`config.mk`:
```
export PLATFORM = sky130hd
export DESIGN_NAME = twowire_bus_control_status
export DESIGN_NICKNAME = d
export VERILOG_FILES = /design/src/verilog/twowire_pkg.sv /design/src/verilog/twowire_bus_control_status.sv /design/src/verilog/twowire_line_monitor.sv
export VERILOG_INCLUDE_DIRS = /design/src /design/src/verilog
export SDC_FILE = /design/constraint.sdc
export NUM_CORES = 1
export LEC_CHECK = 0
export BUFFER_PORTS_ARGS = -buffer_cell sky130_fd_sc_hd__clkbuf_2
export CORE_ASPECT_RATIO = 1.4
export CORE_MARGIN = 5
export CORE_UTILIZATION = 50
export DETAILED_ROUTE_END_ITERATION = 8
export PLACE_DENSITY = 0.79
export SYNTH_ARGS = -nofsm -noshare
export SYNTH_HDL_FRONTEND = slang
export SYNTH_HIERARCHICAL = 1
export SYNTH_SLANG_ARGS = --single-unit
export TNS_END_PERCENT = 50
```
`constraint.sdc`:
```
create_clock -name sys_clk -period 2.5 [get_ports sys_clk]
set_input_delay 0.375 -clock sys_clk [delete_from_list [all_inputs] [get_ports sys_clk]]
set_output_delay 0.375 -clock sys_clk [all_outputs]
set_load 0.01 [all_outputs]
```
`src/verilog/twowire_params.svh`:
```
/*
 * Offsets, field positions, reset values and timing counts of the two-wire
 * bus control and status block. Assumes the includer runs on a 100 MHz clock.
 */
// Overview of operation
// RL1: Disable or reset clears all non-reserved status bits; the code leaves the data sample bit following the line.
// RL2: Toggle write with data low: one clock cycle.
// RL3: Toggle write with data high is ignored.
// RL4: Data sample bit reads live line, read-only.
// RL5: General call hit on first byte 00h.
// RL6: Address match on upper seven bits.
// RL7: Start or stop clears both match flags.
// RL8: Start or any low line sets occupied.
// RL9: Write one, disable or stop clears occupied.
// RL10: Transfer busy from start to address end.
// RL11: Transfer busy clears after address or disable.
// RL12: Software writes zero to transfer busy bit.
// RL13: General call ignored unless enabled.
// RL14: Reserved upper bits read zero, writes ignored.
`ifndef TWOWIRE_PARAMS_SVH
`define TWOWIRE_PARAMS_SVH

// Register indices; the byte address is four times the index.
`define TW_IDX_CST 6'h02
`define TW_IDX_CTL1 6'h03
`define TW_IDX_OWNADDR 6'h04
`define TW_IDX_ENABLE 6'h08
`define TW_IDX_IRQ_ST 6'h09
`define TW_IDX_IRQ_MASK 6'h0A

// Fields of bus_control_status.
`define TW_CST_TRANSFER_BUSY 0
`define TW_CST_BUS_OCCUPIED 1
`define TW_CST_ADDR_HIT 2
`define TW_CST_GENERAL_CALL_HIT 3
`define TW_CST_DATA_LINE_SAMPLE 4
`define TW_CST_CLOCK_TOGGLE 5

// Fields of bus_control_one and own_slave_address.
`define TW_CTL1_GENERAL_CALL_ENABLE 5
`define TW_OWN_SLAVE_ADDRESS_ENABLE 7

// Interrupt status and mask fields.
`define TW_IRQ_START 0
`define TW_IRQ_STOP 1
`define TW_IRQ_NEW_MATCH 2
`define TW_IRQ_TOGGLE_DONE 3
`define TW_IRQ_W 4

// Reset values.
`define TW_RST_BYTE 8'h00
`define TW_RST_IRQ 4'h0

// Clock toggle timing: each half of the generated cycle.
`define TW_SYS_CLK_MHZ 100
`define TW_TOGGLE_HALF_NS 5000
`define TW_TOGGLE_HALF_CYC ((`TW_TOGGLE_HALF_NS * `TW_SYS_CLK_MHZ) / 1000)

`define TW_ADDR_BITS 8

`endif

```
`src/verilog/twowire_pkg.sv`:
```
/*
 * Types shared by the two-wire bus control and status block.
 * Assumes nothing of its surroundings.
 */
package twowire_pkg;

    typedef enum logic [1:0] {
        TGL_IDLE,
        TGL_LOW,
        TGL_HIGH
    } toggle_state_e;

    typedef enum logic [1:0] {
        PH_IDLE,
        PH_ADDR,
        PH_DONE
    } addr_phase_e;

endpackage : twowire_pkg
```
`src/verilog/twowire_bus_control_status.sv`:
```
/*
 * Control and status logic of a two-wire bus controller: bus occupancy,
 * transfer phase up to the address byte, address and general call matches,
 * data line sampling and clock toggling for bus recovery, with an APB slave
 * and a level interrupt.
 * Assumes an APB master on sys_clk and open-drain bus lines resolved outside.
 */
// Our own choice: the APB slave port.
`timescale 1ns/1ps
`include "twowire_params.svh"
module twowire_bus_control_status
    import twowire_pkg::*;
#(
    parameter int ADDR_W = 8,
    parameter int TOGGLE_HALF = `TW_TOGGLE_HALF_CYC
) (
    // Clock and reset
    input wire logic sys_clk,
    input wire logic nrst,
    // APB slave
    input wire logic psel,
    input wire logic penable,
    input wire logic pwrite,
    input wire logic [ADDR_W-1:0] paddr,
    input wire logic [31:0] pwdata,
    output logic [31:0] prdata,
    output logic pready,
    output logic pslverr,
    // Two-wire bus lines
    input wire logic scl_in,
    output logic scl_out,
    output logic scl_oe,
    input wire logic sda_in,
    // Interrupt
    output logic irq
);
    localparam int CNT_W = $clog2(TOGGLE_HALF + 1);
    localparam logic [CNT_W-1:0] HALF_LAST = CNT_W'(TOGGLE_HALF - 1);

    logic scl_sync;
    logic sda_sync;
    logic scl_rise;
    logic start_det;
    logic stop_det;

    twowire_line_monitor i_twowire_line_monitor (
        .sys_clk(sys_clk),
        .nrst(nrst),
        .scl_in(scl_in),
        .sda_in(sda_in),
        .scl_sync(scl_sync),
        .sda_sync(sda_sync),
        .scl_rise(scl_rise),
        .start_det(start_det),
        .stop_det(stop_det)
    );

    // Bus decode.
    logic [5:0] idx;
    logic addr_ok;
    logic setup;
    logic access;
    logic wr;
    logic rd;
    logic sel_cst;
    logic sel_ctl1;
    logic sel_own;
    logic sel_en;
    logic sel_ist;
    logic sel_imask;

    assign idx = paddr[7:2];
    assign sel_cst = idx == `TW_IDX_CST;
    assign sel_ctl1 = idx == `TW_IDX_CTL1;
    assign sel_own = idx == `TW_IDX_OWNADDR;
    assign sel_en = idx == `TW_IDX_ENABLE;
    assign sel_ist = idx == `TW_IDX_IRQ_ST;
    assign sel_imask = idx == `TW_IDX_IRQ_MASK;
    assign addr_ok = (paddr[1:0] == 2'h0) &&
        (sel_cst || sel_ctl1 || sel_own || sel_en || sel_ist || sel_imask);
    assign setup = psel & ~penable;
    assign access = psel & penable;
    assign wr = access & pwrite & addr_ok;
    assign rd = access & ~pwrite & addr_ok;
    assign pready = 1'b1;
    assign pslverr = access & ~addr_ok;

    // Software registers.
    logic [7:0] ctl1_r;
    logic [7:0] ctl1_nxt;
    logic [7:0] own_r;
    logic [7:0] own_nxt;
    logic enable_r;
    logic enable_nxt;
    logic [`TW_IRQ_W-1:0] imask_r;
    logic [`TW_IRQ_W-1:0] imask_nxt;

    // Bus state.
    toggle_state_e tgl_r;
    toggle_state_e tgl_nxt;
    logic [CNT_W-1:0] tcnt_r;
    logic [CNT_W-1:0] tcnt_nxt;
    logic toggle_bit_r;
    logic toggle_bit_nxt;
    addr_phase_e ph_r;
    addr_phase_e ph_nxt;
    logic [3:0] bitcnt_r;
    logic [3:0] bitcnt_nxt;
    logic [`TW_ADDR_BITS-1:0] shift_r;
    logic [`TW_ADDR_BITS-1:0] shift_nxt;
    logic busy_r;
    logic busy_nxt;
    logic occupied_r;
    logic occupied_nxt;
    logic addr_hit_r;
    logic addr_hit_nxt;
    logic gc_hit_r;
    logic gc_hit_nxt;
    logic [`TW_IRQ_W-1:0] ist_r;
    logic [`TW_IRQ_W-1:0] ist_nxt;
    logic [31:0] prdata_r;
    logic [31:0] prdata_nxt;

    logic [7:0] cst_view;
    logic [`TW_ADDR_BITS-1:0] byte_done;
    logic addr_end;
    logic addr_hit_now;
    logic gc_hit_now;
    logic toggle_done;
    logic cst_wr;

    assign cst_wr = wr & sel_cst;
    assign byte_done = {shift_r[`TW_ADDR_BITS-2:0], sda_sync};
    assign addr_end = (ph_r == PH_ADDR) && scl_rise &&
        (bitcnt_r == 4'(`TW_ADDR_BITS - 1)) && !start_det;
    assign addr_hit_now = addr_end && own_r[`TW_OWN_SLAVE_ADDRESS_ENABLE] &&
        (byte_done[7:1] == own_r[6:0]); // RL6
    assign gc_hit_now = addr_end && ctl1_r[`TW_CTL1_GENERAL_CALL_ENABLE] &&
        (byte_done == 8'h00); // RL5 RL13
    assign toggle_done = (tgl_r == TGL_HIGH) && (tcnt_r == HALF_LAST);

    always_comb begin
        cst_view = 8'h00; // RL14
        cst_view[`TW_CST_CLOCK_TOGGLE] = toggle_bit_r;
        cst_view[`TW_CST_DATA_LINE_SAMPLE] = sda_sync; // RL4
        cst_view[`TW_CST_GENERAL_CALL_HIT] = gc_hit_r;
        cst_view[`TW_CST_ADDR_HIT] = addr_hit_r;
        cst_view[`TW_CST_BUS_OCCUPIED] = occupied_r;
        cst_view[`TW_CST_TRANSFER_BUSY] = busy_r;
    end

    // Software register writes.
    always_comb begin
        ctl1_nxt = ctl1_r;
        own_nxt = own_r;
        enable_nxt = enable_r;
        imask_nxt = imask_r;
        if (wr && sel_ctl1) begin
            ctl1_nxt = pwdata[7:0];
        end
        if (wr && sel_own) begin
            own_nxt = pwdata[7:0];
        end
        if (wr && sel_en) begin
            enable_nxt = pwdata[0];
        end
        if (wr && sel_imask) begin
            imask_nxt = pwdata[`TW_IRQ_W-1:0];
        end
    end

    always_ff @(posedge sys_clk or negedge nrst) begin
        if (!nrst) begin
            ctl1_r <= `TW_RST_BYTE;
            own_r <= `TW_RST_BYTE;
            enable_r <= 1'b0;
            imask_r <= `TW_RST_IRQ;
        end else begin
            ctl1_r <= ctl1_nxt;
            own_r <= own_nxt;
            enable_r <= enable_nxt;
            imask_r <= imask_nxt;
        end
    end

    // Clock toggle for recovering a bus held low by a lost slave.
    always_comb begin
        tgl_nxt = tgl_r;
        tcnt_nxt = tcnt_r;
        toggle_bit_nxt = toggle_bit_r;
        case (tgl_r)
            TGL_IDLE: begin
                // Writing one with data high starts nothing.
                if (cst_wr && pwdata[`TW_CST_CLOCK_TOGGLE] && !sda_sync) begin // RL2 RL3
                    tgl_nxt = TGL_LOW;
                    tcnt_nxt = '0;
                    toggle_bit_nxt = 1'b1;
                end
            end
            TGL_LOW: begin
                tcnt_nxt = tcnt_r + 1'b1;
                if (tcnt_r == HALF_LAST) begin
                    tgl_nxt = TGL_HIGH;
                    tcnt_nxt = '0;
                end
            end
            TGL_HIGH: begin
                tcnt_nxt = tcnt_r + 1'b1;
                if (toggle_done) begin
                    tgl_nxt = TGL_IDLE;
                    tcnt_nxt = '0;
                    toggle_bit_nxt = 1'b0; // RL2
                end
            end
            default: begin
                tgl_nxt = TGL_IDLE;
                tcnt_nxt = '0;
                toggle_bit_nxt = 1'b0;
            end
        endcase
        if (!enable_r) begin // RL1
            tgl_nxt = TGL_IDLE;
            tcnt_nxt = '0;
            toggle_bit_nxt = 1'b0;
        end
    end

    always_ff @(posedge sys_clk or negedge nrst) begin
        if (!nrst) begin
            tgl_r <= TGL_IDLE;
            tcnt_r <= '0;
            toggle_bit_r <= 1'b0;
        end else begin
            tgl_r <= tgl_nxt;
            tcnt_r <= tcnt_nxt;
            toggle_bit_r <= toggle_bit_nxt;
        end
    end

    // The clock is only ever pulled low; high is left to the pull-up.
    assign scl_out = 1'b0;
    assign scl_oe = (tgl_r == TGL_LOW); // RL2

    // Address phase, matches and bus occupancy.
    always_comb begin
        ph_nxt = ph_r;
        bitcnt_nxt = bitcnt_r;
        shift_nxt = shift_r;
        busy_nxt = busy_r;
        addr_hit_nxt = addr_hit_r;
        gc_hit_nxt = gc_hit_r;
        occupied_nxt = occupied_r;
        if (start_det) begin
            ph_nxt = PH_ADDR;
            bitcnt_nxt = 4'h0;
            busy_nxt = 1'b1; // RL10
            addr_hit_nxt = 1'b0; // RL7
            gc_hit_nxt = 1'b0; // RL7
        end else if (stop_det) begin
            ph_nxt = PH_IDLE;
            busy_nxt = 1'b0;
            addr_hit_nxt = 1'b0; // RL7
            gc_hit_nxt = 1'b0; // RL7
        end else if (ph_r == PH_ADDR && scl_rise) begin
            shift_nxt = byte_done;
            bitcnt_nxt = bitcnt_r + 4'h1;
            if (addr_end) begin
                ph_nxt = PH_DONE;
                busy_nxt = 1'b0; // RL11
                addr_hit_nxt = addr_hit_now;
                gc_hit_nxt = gc_hit_now;
            end
        end
        // Write-one and stop clears come before the set so that a simultaneous set wins.
        if (cst_wr && pwdata[`TW_CST_BUS_OCCUPIED]) begin
            occupied_nxt = 1'b0; // RL9
        end
        if (stop_det) begin
            occupied_nxt = 1'b0; // RL9
        end
        if (start_det || !sda_sync || !scl_sync) begin
            occupied_nxt = 1'b1; // RL8
        end
        if (!enable_r) begin // RL1
            ph_nxt = PH_IDLE;
            bitcnt_nxt = 4'h0;
            busy_nxt = 1'b0; // RL11
            addr_hit_nxt = 1'b0;
            gc_hit_nxt = 1'b0;
            occupied_nxt = 1'b0; // RL9
        end
    end

    always_ff @(posedge sys_clk or negedge nrst) begin
        if (!nrst) begin
            ph_r <= PH_IDLE;
            bitcnt_r <= 4'h0;
            shift_r <= `TW_RST_BYTE;
            busy_r <= 1'b0;
            addr_hit_r <= 1'b0;
            gc_hit_r <= 1'b0;
            occupied_r <= 1'b0;
        end else begin
            ph_r <= ph_nxt;
            bitcnt_r <= bitcnt_nxt;
            shift_r <= shift_nxt;
            busy_r <= busy_nxt;
            addr_hit_r <= addr_hit_nxt;
            gc_hit_r <= gc_hit_nxt;
            occupied_r <= occupied_nxt;
        end
    end

    // Sticky interrupt status, cleared by a read; a new event wins.
    logic [`TW_IRQ_W-1:0] ev;

    always_comb begin
        ev = '0;
        ev[`TW_IRQ_START] = start_det & enable_r;
        ev[`TW_IRQ_STOP] = stop_det & enable_r;
        ev[`TW_IRQ_NEW_MATCH] = (addr_hit_now | gc_hit_now) & enable_r;
        ev[`TW_IRQ_TOGGLE_DONE] = toggle_done & enable_r;
        ist_nxt = ist_r;
        // Only the bits that the read reported are cleared, so an event that
        // lands between the setup and access edges is not lost unseen.
        if (rd && sel_ist) begin
            ist_nxt = ist_r & ~prdata_r[`TW_IRQ_W-1:0];
        end
        ist_nxt = ist_nxt | ev;
    end

    always_ff @(posedge sys_clk or negedge nrst) begin
        if (!nrst) begin
            ist_r <= `TW_RST_IRQ;
        end else begin
            ist_r <= ist_nxt;
        end
    end

    assign irq = |(ist_r & imask_r);

    // Read data is captured in the setup cycle, so the slave needs no wait.
    always_comb begin
        prdata_nxt = prdata_r;
        if (setup) begin
            prdata_nxt = 32'h0000_0000;
            case (idx)
                `TW_IDX_CST: prdata_nxt[7:0] = cst_view;
                `TW_IDX_CTL1: prdata_nxt[7:0] = ctl1_r;
                `TW_IDX_OWNADDR: prdata_nxt[7:0] = own_r;
                `TW_IDX_ENABLE: prdata_nxt[0] = enable_r;
                `TW_IDX_IRQ_ST: prdata_nxt[`TW_IRQ_W-1:0] = ist_r;
                `TW_IDX_IRQ_MASK: prdata_nxt[`TW_IRQ_W-1:0] = imask_r;
                default: prdata_nxt = 32'h0000_0000;
            endcase
        end
    end

    always_ff @(posedge sys_clk or negedge nrst) begin
        if (!nrst) begin
            prdata_r <= 32'h0000_0000;
        end else begin
            prdata_r <= prdata_nxt;
        end
    end

    assign prdata = prdata_r;

endmodule : twowire_bus_control_status

```
`src/verilog/twowire_line_monitor.sv`:
```
/*
 * Synchronises the two bus lines into the system clock domain and finds
 * clock rising edges and start and stop conditions.
 * Assumes the lines are asynchronous to sys_clk.
 */
`timescale 1ns/1ps
module twowire_line_monitor (
    // Clock and reset
    input wire logic sys_clk,
    input wire logic nrst,
    // Raw lines
    input wire logic scl_in,
    input wire logic sda_in,
    // Synchronised levels and events
    output logic scl_sync,
    output logic sda_sync,
    output logic scl_rise,
    output logic start_det,
    output logic stop_det
);
    logic [1:0] meta_r;
    logic [1:0] meta_nxt;
    logic [1:0] sync_r;
    logic [1:0] sync_nxt;
    logic [1:0] prev_r;
    logic [1:0] prev_nxt;

    always_comb begin
        meta_nxt = {scl_in, sda_in};
        sync_nxt = meta_r;
        prev_nxt = sync_r;
    end

    // Idle bus level is high, so all stages reset high.
    always_ff @(posedge sys_clk or negedge nrst) begin
        if (!nrst) begin
            meta_r <= 2'h3;
            sync_r <= 2'h3;
            prev_r <= 2'h3;
        end else begin
            meta_r <= meta_nxt;
            sync_r <= sync_nxt;
            prev_r <= prev_nxt;
        end
    end

    assign scl_sync = sync_r[1];
    assign sda_sync = sync_r[0];
    assign scl_rise = sync_r[1] & ~prev_r[1];
    // A data change while the clock stays high marks start or stop.
    assign start_det = sync_r[1] & prev_r[1] & prev_r[0] & ~sync_r[0];
    assign stop_det = sync_r[1] & prev_r[1] & ~prev_r[0] & sync_r[0];

endmodule : twowire_line_monitor

```
==> Word level (Yosys, flattened, before mapping) <==
Index checks and enable logic that the tools add are counted.
{ "word_totals": {"register_bits": 68} }
{ "classes": {"addsub": 2, "muxes": 46, "bitwise": 31, "n_eq_ne": 21, "reduce_logical": 36} }
{ "ops": {"columns": ["op", "count"], "rows": [
  ["9-bit two-way mux", 4],
  ["9-bit one-hot mux with 3 select lines", 1],
  ["1-bit two-way mux", 22],
  ["4-bit two-way mux", 5],
  ["1-bit bitwise AND", 18],
  ["6-bit by 4-bit equality test with 1-bit output, second input constant", 3],
  ["2-bit two-way mux", 9],
  ["1-bit logical AND", 17],
  ["3-bit one-hot mux with 5 select lines", 1],
  ["6-bit by 2-bit equality test with 1-bit output, second input constant", 2],
  ["4-bit one-hot mux with 3 select lines", 1],
  ["9-bit by 1-bit adder with 9-bit output, second input constant", 1],
  ["9-bit equality test, second input constant", 1],
  ["3-bit != test, second input constant", 3],
  ["3-bit AND reduction", 3],
  ["4-bit bitwise AND", 2],
  ["8-bit logical NOT", 1],
  ["4-bit by 3-bit != test with 1-bit output, second input constant", 2],
  ["1-bit inverter", 8],
  ["7-bit equality test", 1],
  ["1-bit logical OR", 7],
  ["6-bit by 3-bit equality test with 1-bit output, second input constant", 1],
  ["3-bit by 2-bit != test with 1-bit output, second input constant", 2],
  ["1-bit one-hot mux with 6 select lines", 1],
  ["15 further kinds", 20]
]} }

==> Logic depth before layout (Yosys ltp) <==
Gate-level depths: netlist of run 1.
{ "logic_depth": {"ltp_word": 14, "depth_mapped": 6, "mapped_depth_nobuf": 6} }

==> By module <==
The synthesis of run 1 kept the hierarchy.
{ "modules_own_cells": {"columns": ["module", "area_per_inst_um2", "seq_area_each_um2", "instances", "cells_each"], "rows": [
  ["twowire_bus_control_status", 3423.3, 1526.5, 1, 326],
  ["twowire_line_monitor", 183.9, 157.7, 1, 9]
]} }

==> Worst setup path before layout of run 1 <==
Ideal clock, no wire load.
{ "synth_timing": {"kind": "input -> register", "startpoint": "input paddr[7]", "endpoint": "register imask_r[0]", "arrival_time_ps": 1795, "slack_ps": 580, "path_stages": 4, "cell_sequence": "or4_4 > or3_4 > nor2_2 > mux2_2"} }
{ "synth_via": {"elab_chain_len": 9, "word_cells_on_any_way": 14, "classes_between": "6 x eq/ne; 1 x bitwise; 7 x reduce/logical"} }
{ "synth_rtl": {"columns": ["item", "line", "text"], "rows": [
  ["start: declaration", "twowire_bus_control_status.sv:24", "input wire logic [ADDR_W-1:0] paddr,"],
  ["6-bit by 2-bit equality test with 1-bit output", null, null],
  ["1-bit logical OR (5 in a row)", "twowire_bus_control_status.sv:80", "(sel_cst || sel_ctl1 || sel_own || sel_en || sel_ist || sel_imask);"],
  ["1-bit logical AND", "twowire_bus_control_status.sv:79", "assign addr_ok = (paddr[1:0] == 2'h0) &&"],
  ["1-bit bitwise AND", "twowire_bus_control_status.sv:83", "assign wr = access & pwrite & addr_ok;"],
  ["1-bit logical AND (*)", "twowire_bus_control_status.sv:167", "if (wr && sel_imask) begin"],
  ["end signal: assignment", "twowire_bus_control_status.sv:177", "imask_r <= `TW_RST_IRQ;"],
  ["end signal: assignment", "twowire_bus_control_status.sv:182", "imask_r <= imask_nxt;"],
  ["end: declaration", "twowire_bus_control_status.sv:95", "logic [`TW_IRQ_W-1:0] imask_r;"]
]} }
Every way passes the cells marked *; elsewhere a longest branch is shown, timed or not.
A chain may end at the register's enable or synchronous reset.

==> Worst setup path in the final report of run 1 <==
{ "layout_timing": {"startpoint": "register i_twowire_line_monitor.sync_r[1], in the netlist i_twowire_line_monitor/prev_nxt[1]", "endpoint": "register addr_hit_r"} }
{ "layout_via": {"word_cells_on_any_way": 20, "classes_between": "2 x eq/ne; 5 x mux; 6 x bitwise; 7 x reduce/logical"} }
{ "layout_lines": {"columns": ["item", "line", "text"], "rows": [
  ["start: declaration", "twowire_line_monitor.sv:23", "logic [1:0] sync_r;"],
  ["start signal: assignment", "twowire_line_monitor.sv:42", "sync_r <= sync_nxt;"],
  ["1-bit bitwise AND (*)", "twowire_line_monitor.sv:49", "assign scl_rise = sync_r[1] & ~prev_r[1];"],
  ["named net scl_rise", "twowire_bus_control_status.sv:42", "logic scl_rise;"],
  ["1-bit logical AND (*)", "twowire_bus_control_status.sv:134, twowire_bus_control_status.sv:264", null],
  ["1-bit logical AND (2 in a row)", "twowire_bus_control_status.sv:134", "assign addr_end = (ph_r == PH_ADDR) && scl_rise &&"],
  ["1-bit logical AND (2 in a row)", "twowire_bus_control_status.sv:136", "assign addr_hit_now = addr_end && own_r[`TW_OWN_SLAVE_ADDRESS_ENABLE] &&"],
  ["1-bit two-way mux", "twowire_bus_control_status.sv:267", "if (addr_end) begin"],
  ["1-bit two-way mux", "twowire_bus_control_status.sv:264", "end else if (ph_r == PH_ADDR && scl_rise) begin"],
  ["1-bit two-way mux", "twowire_bus_control_status.sv:259", "end else if (stop_det) begin"],
  ["1-bit two-way mux", "twowire_bus_control_status.sv:253", "if (start_det) begin"],
  ["1-bit two-way mux", "twowire_bus_control_status.sv:284", "if (!enable_r) begin"],
  ["end signal: assignment", "twowire_bus_control_status.sv:308", "addr_hit_r <= addr_hit_nxt;"],
  ["end: declaration", "twowire_bus_control_status.sv:115", "logic addr_hit_r;"]
]} }
The timed path passes the listed nets; every way through them passes the cells marked *. The select of a mux whose other input is x is not followed.

==> run summary, run 1 <==
Yosys reg bits - 67
Slew Limit Headroom - 56.2%
status - finished, final reports clean
clk slew on worst S/H paths - 0.08 ns
post-CTS setup buffers - 0
Longest Clk Path Bufs - 2
worst slew pin tran - 0.648 ns
register area - 1680 µm²
drt pass-1 iters - 4
CTS buffer count - 9
Mapped Area - 3610 µm²
Placed Cells - 459
Seq/Total Area, Yosys - 46.7%
Mapped Cells - 335
Synth async-reset ratio - 100%
Die Ht - 111 µm
antenna fix cells - 0
port buffer count - 33
Root Buffer Master - clkbuf_8
clock sink total - 67
GRT Util Overall - 18.7%
Most used DFF post-synth - dfrtp_1
post-synth top area share - 42.3%
Post-synth EDFFs - 0
multi-input logic area - 1760 µm²
initial antenna violation count - 0
DR DRC count - 0
Final min period - 2.11 ns
Synth area leaders - dfrtp_1 42%, mux2_2 7.8%, buf_4 5.4%
YS warnings - 6
max-slew violations - 0
routed vias - 2,653
row count - 36
area leader, netlist - dfrtp_1
wire per inst - 16.4 µm
Largest delay share family, worst path - simple AND/OR/NAND/NOR gates
TNS Setup - 0 ns
final hold viol count - 0
Bufs and invs on worst path - 0
Data arrival, critical path - 2.38 ns
hpwl dp - 5.84 mm
leakage power total - 1.94 nW
maximum clock rate - 474 MHz
Crit Path Class - flip-flop to flip-flop
grt total ovfl - 0
final setup skew - 0.0103 ns
Fillers - 596
Die W - 81.8 µm
CP max stage delay - 0.61 ns
CP Depth - 5
Initial Util - 51.7%
Post-CTS Resized - 0
vias in the first global route - 2,674
Cell Chain, Critical Path - nor2b_1 -> nand3b_1 -> and4bb_2 -> or4b_2 -> a21oi_1
Critical Path Slowest Stage Cell - or4b_2
Final Wtd Congestion - 0.897
drt via density - 5.59
Worst Setup End Kind - flip-flop
cts hold-fix bufs - 0
synth-to-layout area growth - 12.5%
worst hold path type - primary input to async pin
syn avg cell area - 10.8 µm²
cells on worst reg2reg path - 5
RSZ-0062 raised after global routing - no
endpoints failing setup - 0
worst-path fanout max - 6
DIE AREA - 9040 µm²
# nets final - 428
Netlist cell types - 61
Max IR drop VDD - 0.590 mV
htree depth - 3
share of cells above drive strength 1 - 24.7%
pwr/cell area - 577 nW/µm²
top-count cell post-synth - dfrtp_1
startpoint type of the worst setup path - flip-flop
Core Footprint - 6980 µm²
CTS tree - yes
first-pass GRT wire length - 13.0 mm
largest net degree at the start of global routing - 42
drt total wl - 7.77 mm
required time of the critical path - 2.77 ns
1st-iter DRT viols - 132
period utilization - 84.3%
clock network latency to the later pin of the worst-skew pair - 0.36 ns
Non-Filler Instances - 475
Ports - 84
DRT antenna net count - 0
most instantiated cells after synthesis - 61 x dfrtp_1, 26 x buf_4, 25 x mux2_2
Max Cap Viol - 0
[report_power, final]
part	internal, mW	switching, mW
Sequential	1.10	0.0126
Clock	0.666	0.424
Combinational	0.0438	0.0929
[cells by family after synthesis]
| family | share of synthesized area [%] |
|---|---|
| compound gates | 12.8 |
| other cells | 0.208 |
| xor+xnor | 2.43 |
| fa+ha+maj | 2.08 |
| mux | 11.4 |
| buf+inv | 6.97 |
| flops | 46.7 |
| simple gates | 17.4 |
[flip-flops by register name, indices dropped and copies added (netlist names), 2 cells and up]
register / flops
ctl1_r: 8
tcnt_r: 9
i_twowire_line_monitor/prev_r: 2
ist_r: 4
tgl_r: 2
prdata: 8
i_twowire_line_monitor/prev_nxt: 2
shift_r: 7
i_twowire_line_monitor/meta_r: 2
imask_r: 4
bitcnt_r: 4
own_r: 8
[worst paths after layout]
path	start	endpoint	slack [ns]
worst max-delay path	i_twowire_line_monitor/prev_nxt[1]$_DFF_PN1_	addr_hit_r$_DFFE_PN0P_	0.39
worst min-delay path	nrst	ctl1_r[4]$_DFFE_PN0P_	0.03
worst max register to register	i_twowire_line_monitor/prev_nxt[1]$_DFF_PN1_	addr_hit_r$_DFFE_PN0P_	0.39
worst min register to register	i_twowire_line_monitor/meta_r[1]$_DFF_PN1_	i_twowire_line_monitor/prev_nxt[1]$_DFF_PN1_	0.36
max in group asynchronous	nrst	tcnt_r[2]$_DFFE_PN0P_	1.84
min in group sys_clk	sda_in	i_twowire_line_monitor/meta_r[0]$_DFF_PN1_	0.10
[metal layers]
layer / track usage (%) / up-vias / routed length (µm)
li1: - / 1264 / -
met1: 22.1 / 1306 / 3090
met2: 30.3 / 66 / 4140
met3: 5.05 / 17 / 329
met4: 9.53 / 0 / 216
met5: 0 / - / 0
[cells in the final DEF, fill, tap and decap left out, drive strengths merged, types with 5 or more instances in the layout]
cell type and n:
ha 6, a21oi 9, o21ai 11, conb 26, nand3 12, nor2b 9
nand4 6, dfstp 6, dfrtp 61, a22oi 6, nor3 5, and3 8
mux2 33, nand2 22, nor2 21, xnor2 8, clkbuf 42, a22o 7
inv 7, buf 7
[per-stage QoR]
step / cell area [µm²] / hold WS (ns) / setup WS (ns) / util [%] / total power [mW]
final: 4060 / 0.0305 / 0.392 / 58.1 / 2.34
after global routing: 4060 / 0.0754 / 0.267 / 58.1 / 2.43
after CTS: 4060 / 0.0446 / 0.390 / 58.1 / 2.36
after detailed placement: 3810 / 0.347 / 0.330 / 54.6 / 1.27
after global placement: 3810 / 0.346 / 0.355 / 54.6 / 1.27
after floorplan: 3700 / 0.0794 / 0.580 / - / 1.23
[final cells by class]
type                            instances  area share (%)
Clock buffer                           10            3.15
Clock inverter                          6            2.84
Inverter                                7           0.648
Multi-Input combinational cell        251            43.4
Sequential cell                        67            41.5
Tap cell                               95            2.93
Timing Repair Buffer                   39            5.49
(Power assumes the default switching activity.)
==> run 2: changes to the inputs <==
clock period = 2.01 ns   (was 2.5 ns; I/O delays follow)
==> run 2 against run 1 <==
Against the previous run: combinational power rose by 32%; clock-buffer cell count rose by 2; design area rose by 2.4%; register-to-register slack got worse by 0.32 ns; total power rose by 9.8%; setup slack got worse by 0.32 ns; fmax rose by 8.7%; clock power fell by 8%.
==> run summary, run 2 (synthesis results as in run 1) <==
GRT Util Overall - 18.8%
largest net degree at the start of global routing - 50
commonest cells after routing, fill and taps aside - 61 x dfrtp_1, 32 x clkbuf_2, 26 x conb_1
RSZ-0062 raised after global routing - no
Net Sw Frac - 24.4%
Final min period - 1.94 ns
first-pass GRT wire length - 13.3 mm
status - finished, final reports clean
wire per inst - 16.0 µm
DR DRC count - 0
row count - 36
startpoint type of the worst setup path - flip-flop
Die Ht - 111 µm
Final Wtd Congestion - 0.885
Comb pwr share - 7.0%
max reg flops - 9
post-CTS setup buffers - 0
required time of the critical path - 2.28 ns
CTS buffer count - 9
# nets final - 449
pwr/cell area - 619 nW/µm²
Non-Filler Instances - 496
TNS Setup - 0 ns
routed vias - 2,758
drt pass-1 iters - 4
internal power - 1.94 mW
Placed Cells - 479
Cell Chain, Critical Path - nor2b_1 -> nand3b_1 -> and4bb_2 -> or4b_2 -> a21oi_1
Die W - 81.8 µm
vias in the first global route - 2,832
CP max stage delay - 0.58 ns
leakage power total - 2.02 nW
clock sink total - 67
CTS tree - yes
Reg power frac - 54.0%
Fillers - 599
Longest Clk Path Bufs - 2
clock share of power - 39.0%
period utilization - 96.5%
max-slew violations - 0
1st-iter DRT viols - 141
Data arrival, critical path - 2.21 ns
DRT antenna net count - 0
DIE AREA - 9040 µm²
initial antenna violation count - 0
worst-path fanout max - 2
Bufs and invs on worst path - 0
Core Footprint - 6980 µm²
maximum clock rate - 515 MHz
final setup skew - 0.00521 ns
port buffer count - 33
hpwl dp - 6.06 mm
drt total wl - 7.93 mm
Crit Path Class - flip-flop to flip-flop
Critical Path Slowest Stage Cell - or4b_2
Top reg by flops - tcnt_r
htree depth - 3
endpoints failing setup - 0
antenna fix cells - 0
final hold viol count - 0
FF-to-FF setup slack - 0.07 ns
Largest delay share family, worst path - simple AND/OR/NAND/NOR gates
Util after Layout - 59.5%
grt total ovfl - 0
Fin Hold WS - 0.0326 ns
clk slew on worst S/H paths - 0.06 ns
Worst Setup End Kind - flip-flop
share of cells above drive strength 1 - 28.4%
most common cell after layout, fill and taps aside - dfrtp_1
Ports - 84
Net Sw Power - 626 µW
Max IR drop VDD - 0.466 mV
worst hold path type - primary input to flip-flop
drt via density - 5.56
Initial Util - 51.7%
synth-to-layout area growth - 15.2%
Root Buffer Master - clkbuf_8
Pwr Total - 2.57 mW
clock network latency to the later pin of the worst-skew pair - 0.35 ns
Max Cap Viol - 0
run 2: cell types whose count changed in the layout (fill, tap and decap cells not counted), sizes merged:
cell         change
buf             +20
bufinv           -3
clkbuf           +2
clkinvlp         +1
dlygate4sd3      +1
run 2: per-stage QoR:
| stage | setup WS (ns) | instance area [µm²] |
|---|---|---|
| after floorplan | 0.0994 | 3700 |
| after global placement | 0.00664 | 3960 |
| after detailed placement | -0.0216 | 3960 |
| after CTS | 0.0723 | 4150 |
| after global routing | 0.00748 | 4150 |
| final | 0.0701 | 4150 |
run 2: path summary, 6_finish.rpt:
check	startpoint	cells past startpoint	to
max	i_twowire_line_monitor/prev_nxt[1]$_DFF_PN1_	5	addr_hit_r$_DFFE_PN0P_
min	scl_in	1	i_twowire_line_monitor/meta_r[1]$_DFF_PN1_
max reg2reg	i_twowire_line_monitor/prev_nxt[1]$_DFF_PN1_	5	addr_hit_r$_DFFE_PN0P_
min reg2reg	i_twowire_line_monitor/meta_r[1]$_DFF_PN1_	0	i_twowire_line_monitor/prev_nxt[1]$_DFF_PN1_
max in group asynchronous	nrst	3	prdata[4]$_DFFE_PN0P_
min in group asynchronous	nrst	2	own_r[2]$_DFFE_PN0P_
run 2: layout make-up:
type	count	area [µm²]	area share, %
clock inverter	4	25.0	0.602
clock buffer	12	155	3.73
multi-input combinational	251	1760	42.4
inverter	7	26.3	0.633
tap	95	119	2.86
timing repair buffer	60	383	9.22
sequential	67	1680	40.5
run 2: layer usage:
metal	up-vias	GRT usage, %	routed length, µm	share of wire [%]
li1	1300	-	-	-
met1	1346	21.9	3100	39
met2	87	31.5	4180	53
met3	25	4.40	375	4.7
met4	0	9.31	278	3.5
met5	-	0	0	0
run 2: repair_timing:
| action | CTS | global route |
|---|---|---|
| hold endpoints to repair | 12 | 0 |
| hold buffers | 1 | 0 |
| gates resized for setup | 0 | 0 |
run 2: power by group through the flow:
stage	logic [mW]	registers [mW]	clock network [mW]
3_5_place_dp	0.179	1.41	0
5_1_grt	0.202	1.39	1.10
2_1_floorplan	0.115	1.41	0
3_3_place_gp	0.175	1.41	0
4_1_cts	0.181	1.39	1.03
6_report	0.181	1.39	1.00
==> run 3: changes to the inputs <==
ABC_AREA = 1   (was not set)
==> run 3 against run 2 <==
Against the previous run: critical path type unchanged; clock power rose by 46%; clock-buffer cell count decreased by 2; clock skew increased by 0.0019 ns; largest power group unchanged; synthesized cell count is 39% higher; cell count grew 23%; setup slack better by 0.13 ns; global-route usage is 0.55 points lower; first-iteration DRC count grew 53%.
==> run summary, run 3 <==
worst-path fanout max - 8
DIE AREA - 9360 µm²
CP max stage delay - 0.42 ns
final setup skew - 0.00710 ns
Core Footprint - 7360 µm²
CTS buffer count - 9
grt total ovfl - 0
drt total wl - 8.04 mm
top-count cell post-synth - nand2_1
initial antenna violation count - 0
RSZ-0062 raised after global routing - no
most common cell after layout, fill and taps aside - nand2_1
largest net degree at the start of global routing - 68
Mapped Area - 3750 µm²
Comb pwr share - 21.3%
Max IR drop VDD - 0.454 mV
Initial Util - 51.0%
vias in the first global route - 3,154
clock network latency to the later pin of the worst-skew pair - 0.35 ns
Cell Chain, Critical Path - nand2_1 -> inv_1 -> nand3_1 -> inv_1 -> nand4_1 -> o211ai_1 -> nor2_1 -> nand3_1 -> nand2_1
TNS Setup - 0 ns
port buffer count - 33
row count - 37
Reg power frac - 41.7%
Ports - 84
required time of the critical path - 2.24 ns
routed vias - 3,107
Top reg by flops - tcnt_r
Net Sw Frac - 30.0%
startpoint type of the worst setup path - flip-flop
max reg flops - 9
drt pass-1 iters - 4
internal power - 2.76 mW
Seq/Total Area, Yosys - 44.9%
setup slack after layout - 0.202 ns
worst hold path type - primary input to flip-flop
syn avg cell area - 8.05 µm²
Netlist cell types - 40
dpl ws - 0.190 ns
area leader, netlist - dfrtp_1
# nets final - 561
status - finished, final reports clean
DRT antenna net count - 0
post-synth top area share - 40.7%
Crit Path Class - flip-flop to flip-flop
Die Ht - 113 µm
GRT Util Overall - 18.3%
Fillers - 652
antenna fix cells - 0
1st-iter DRT viols - 216
Max Cap Viol - 0
clock sink total - 67
first-pass GRT wire length - 14.0 mm
Most used DFF post-synth - dfrtp_1
endpoints failing setup - 0
drt via density - 5.09
Yosys reg bits - 67
Critical Path Slowest Stage Cell - dfrtp_1
CTS tree - yes
synth-to-layout area growth - 12.7%
Longest Clk Path Bufs - 2
final hold viol count - 0
Die W - 83.2 µm
share of cells above drive strength 1 - 16.0%
Data arrival, critical path - 2.04 ns
pwr/cell area - 933 nW/µm²
YS warnings - 6
Root Buffer Master - clkbuf_8
leakage power total - 2.23 nW
Worst Setup End Kind - flip-flop
Synth area leaders - dfrtp_1 41%, nand2_1 9.9%, inv_1 6.8%
wire per inst - 13.2 µm
clock share of power - 37.0%
Final Wtd Congestion - 0.848
htree depth - 3
Final min period - 1.81 ns
Net Sw Power - 1.18 mW
maximum clock rate - 553 MHz
period utilization - 89.9%
post-CTS setup buffers - 0
max-slew violations - 0
Post-synth EDFFs - 0
commonest cells after routing, fill and taps aside - 99 x nand2_1, 68 x inv_1, 61 x dfrtp_1
DR DRC count - 0
clk slew on worst S/H paths - 0.07 ns
hpwl dp - 6.08 mm
Mapped Cells - 466
most instantiated cells after synthesis - 99 x nand2_1, 68 x inv_1, 61 x dfrtp_1
Synth async-reset ratio - 100%
[run 3: timing repair]
| action | 4_1_cts | 5_1_grt |
|---|---|---|
| resized for setup | 0 | 1 |
| hold buffers | 1 | 0 |
| setup endpoints to repair | 0 | 1 |
| hold endpoints to repair | 61 | 0 |
[run 3: logic make-up after synthesis]
kind of cell | count (synthesis) | synth area share [%]
flip-flops | 67 | 44.9
AND/OR/NAND/NOR | 191 | 23.6
other | 2 | 0.200
AO/OA/AOI/OAI | 87 | 13.7
buffers and inverters | 105 | 13.8
adder cells (fa/ha/maj) | 6 | 2.00
XOR/XNOR | 8 | 1.87
[run 3: cell type report]
type                    instances  area, µm²  share of cell area (%)
clock buffers                  10        128                    3.02
clock inverters                 6        138                    3.25
inverters                      69        259                    6.12
multi-input cells             318       1650                    38.9
flip-flops and latches         67       1680                    39.8
well taps                      97        121                    2.87
repair buffers                 43        255                    6.03
[run 3: critical path: cells and delay by family (launching register included)]
kind,cells,cell delay [ns]
buffers and inverters,2,0.16
and+or+nand+nor,6,0.76
DFF,1,0.42
AOI/OAI and AO/OA,1,0.35
[run 3: per-stage QoR]
stage | utilization [%] | cell area (µm²) | instances | power (mW) | hold WS, ns
after floorplan | - | 3840 | 490 | 2.28 | 0.00591
after global placement | 53.7 | 3950 | 593 | 2.46 | 0.347
after detailed placement | 53.7 | 3950 | 593 | 2.50 | 0.347
after CTS | 57.4 | 4230 | 610 | 3.98 | 0.0149
after global routing | 57.5 | 4230 | 610 | 4.20 | 0.0108
final | 57.5 | 4230 | 610 | 3.95 | 0.0354
[run 3: path summary, 6_finish.rpt]
check | from | endpoint | slack (ns) | cells past startpoint
worst max-delay path | tcnt_r[4]$_DFFE_PN0P_ | tcnt_r[2]$_DFFE_PN0P_ | 0.20 | 9
max in group asynchronous | nrst | i_twowire_line_monitor/prev_r[0]$_DFF_PN1_ | 1.18 | 3
worst min-delay path | scl_in | i_twowire_line_monitor/meta_r[1]$_DFF_PN1_ | 0.04 | 1
min in group asynchronous | nrst | own_r[5]$_DFFE_PN0P_ | 0.51 | 3
worst max register to register | tcnt_r[4]$_DFFE_PN0P_ | tcnt_r[2]$_DFFE_PN0P_ | 0.20 | 9
worst min register to register | i_twowire_line_monitor/meta_r[0]$_DFF_PN1_ | i_twowire_line_monitor/prev_nxt[0]$_DFF_PN1_ | 0.36 | 0
[run 3: power by group through the flow]
stage                     Clock [mW]  Combinational [mW]  Sequential (mW)
after floorplan                    0               0.641             1.63
after global placement             0               0.799             1.66
after detailed placement           0               0.839             1.66
after CTS                       1.50               0.842             1.64
after global routing            1.56               0.967             1.67
final                           1.46               0.841             1.65
[run 3: routing by layer]
| layer | vias to the layer above | wire (µm) | global-route usage (%) |
|---|---|---|---|
| li1 | 1548 | - | - |
| met1 | 1427 | 3240 | 20.4 |
| met2 | 100 | 3950 | 30.5 |
| met3 | 32 | 420 | 5.14 |
| met4 | 0 | 434 | 11.7 |
| met5 | - | 0 | 0 |
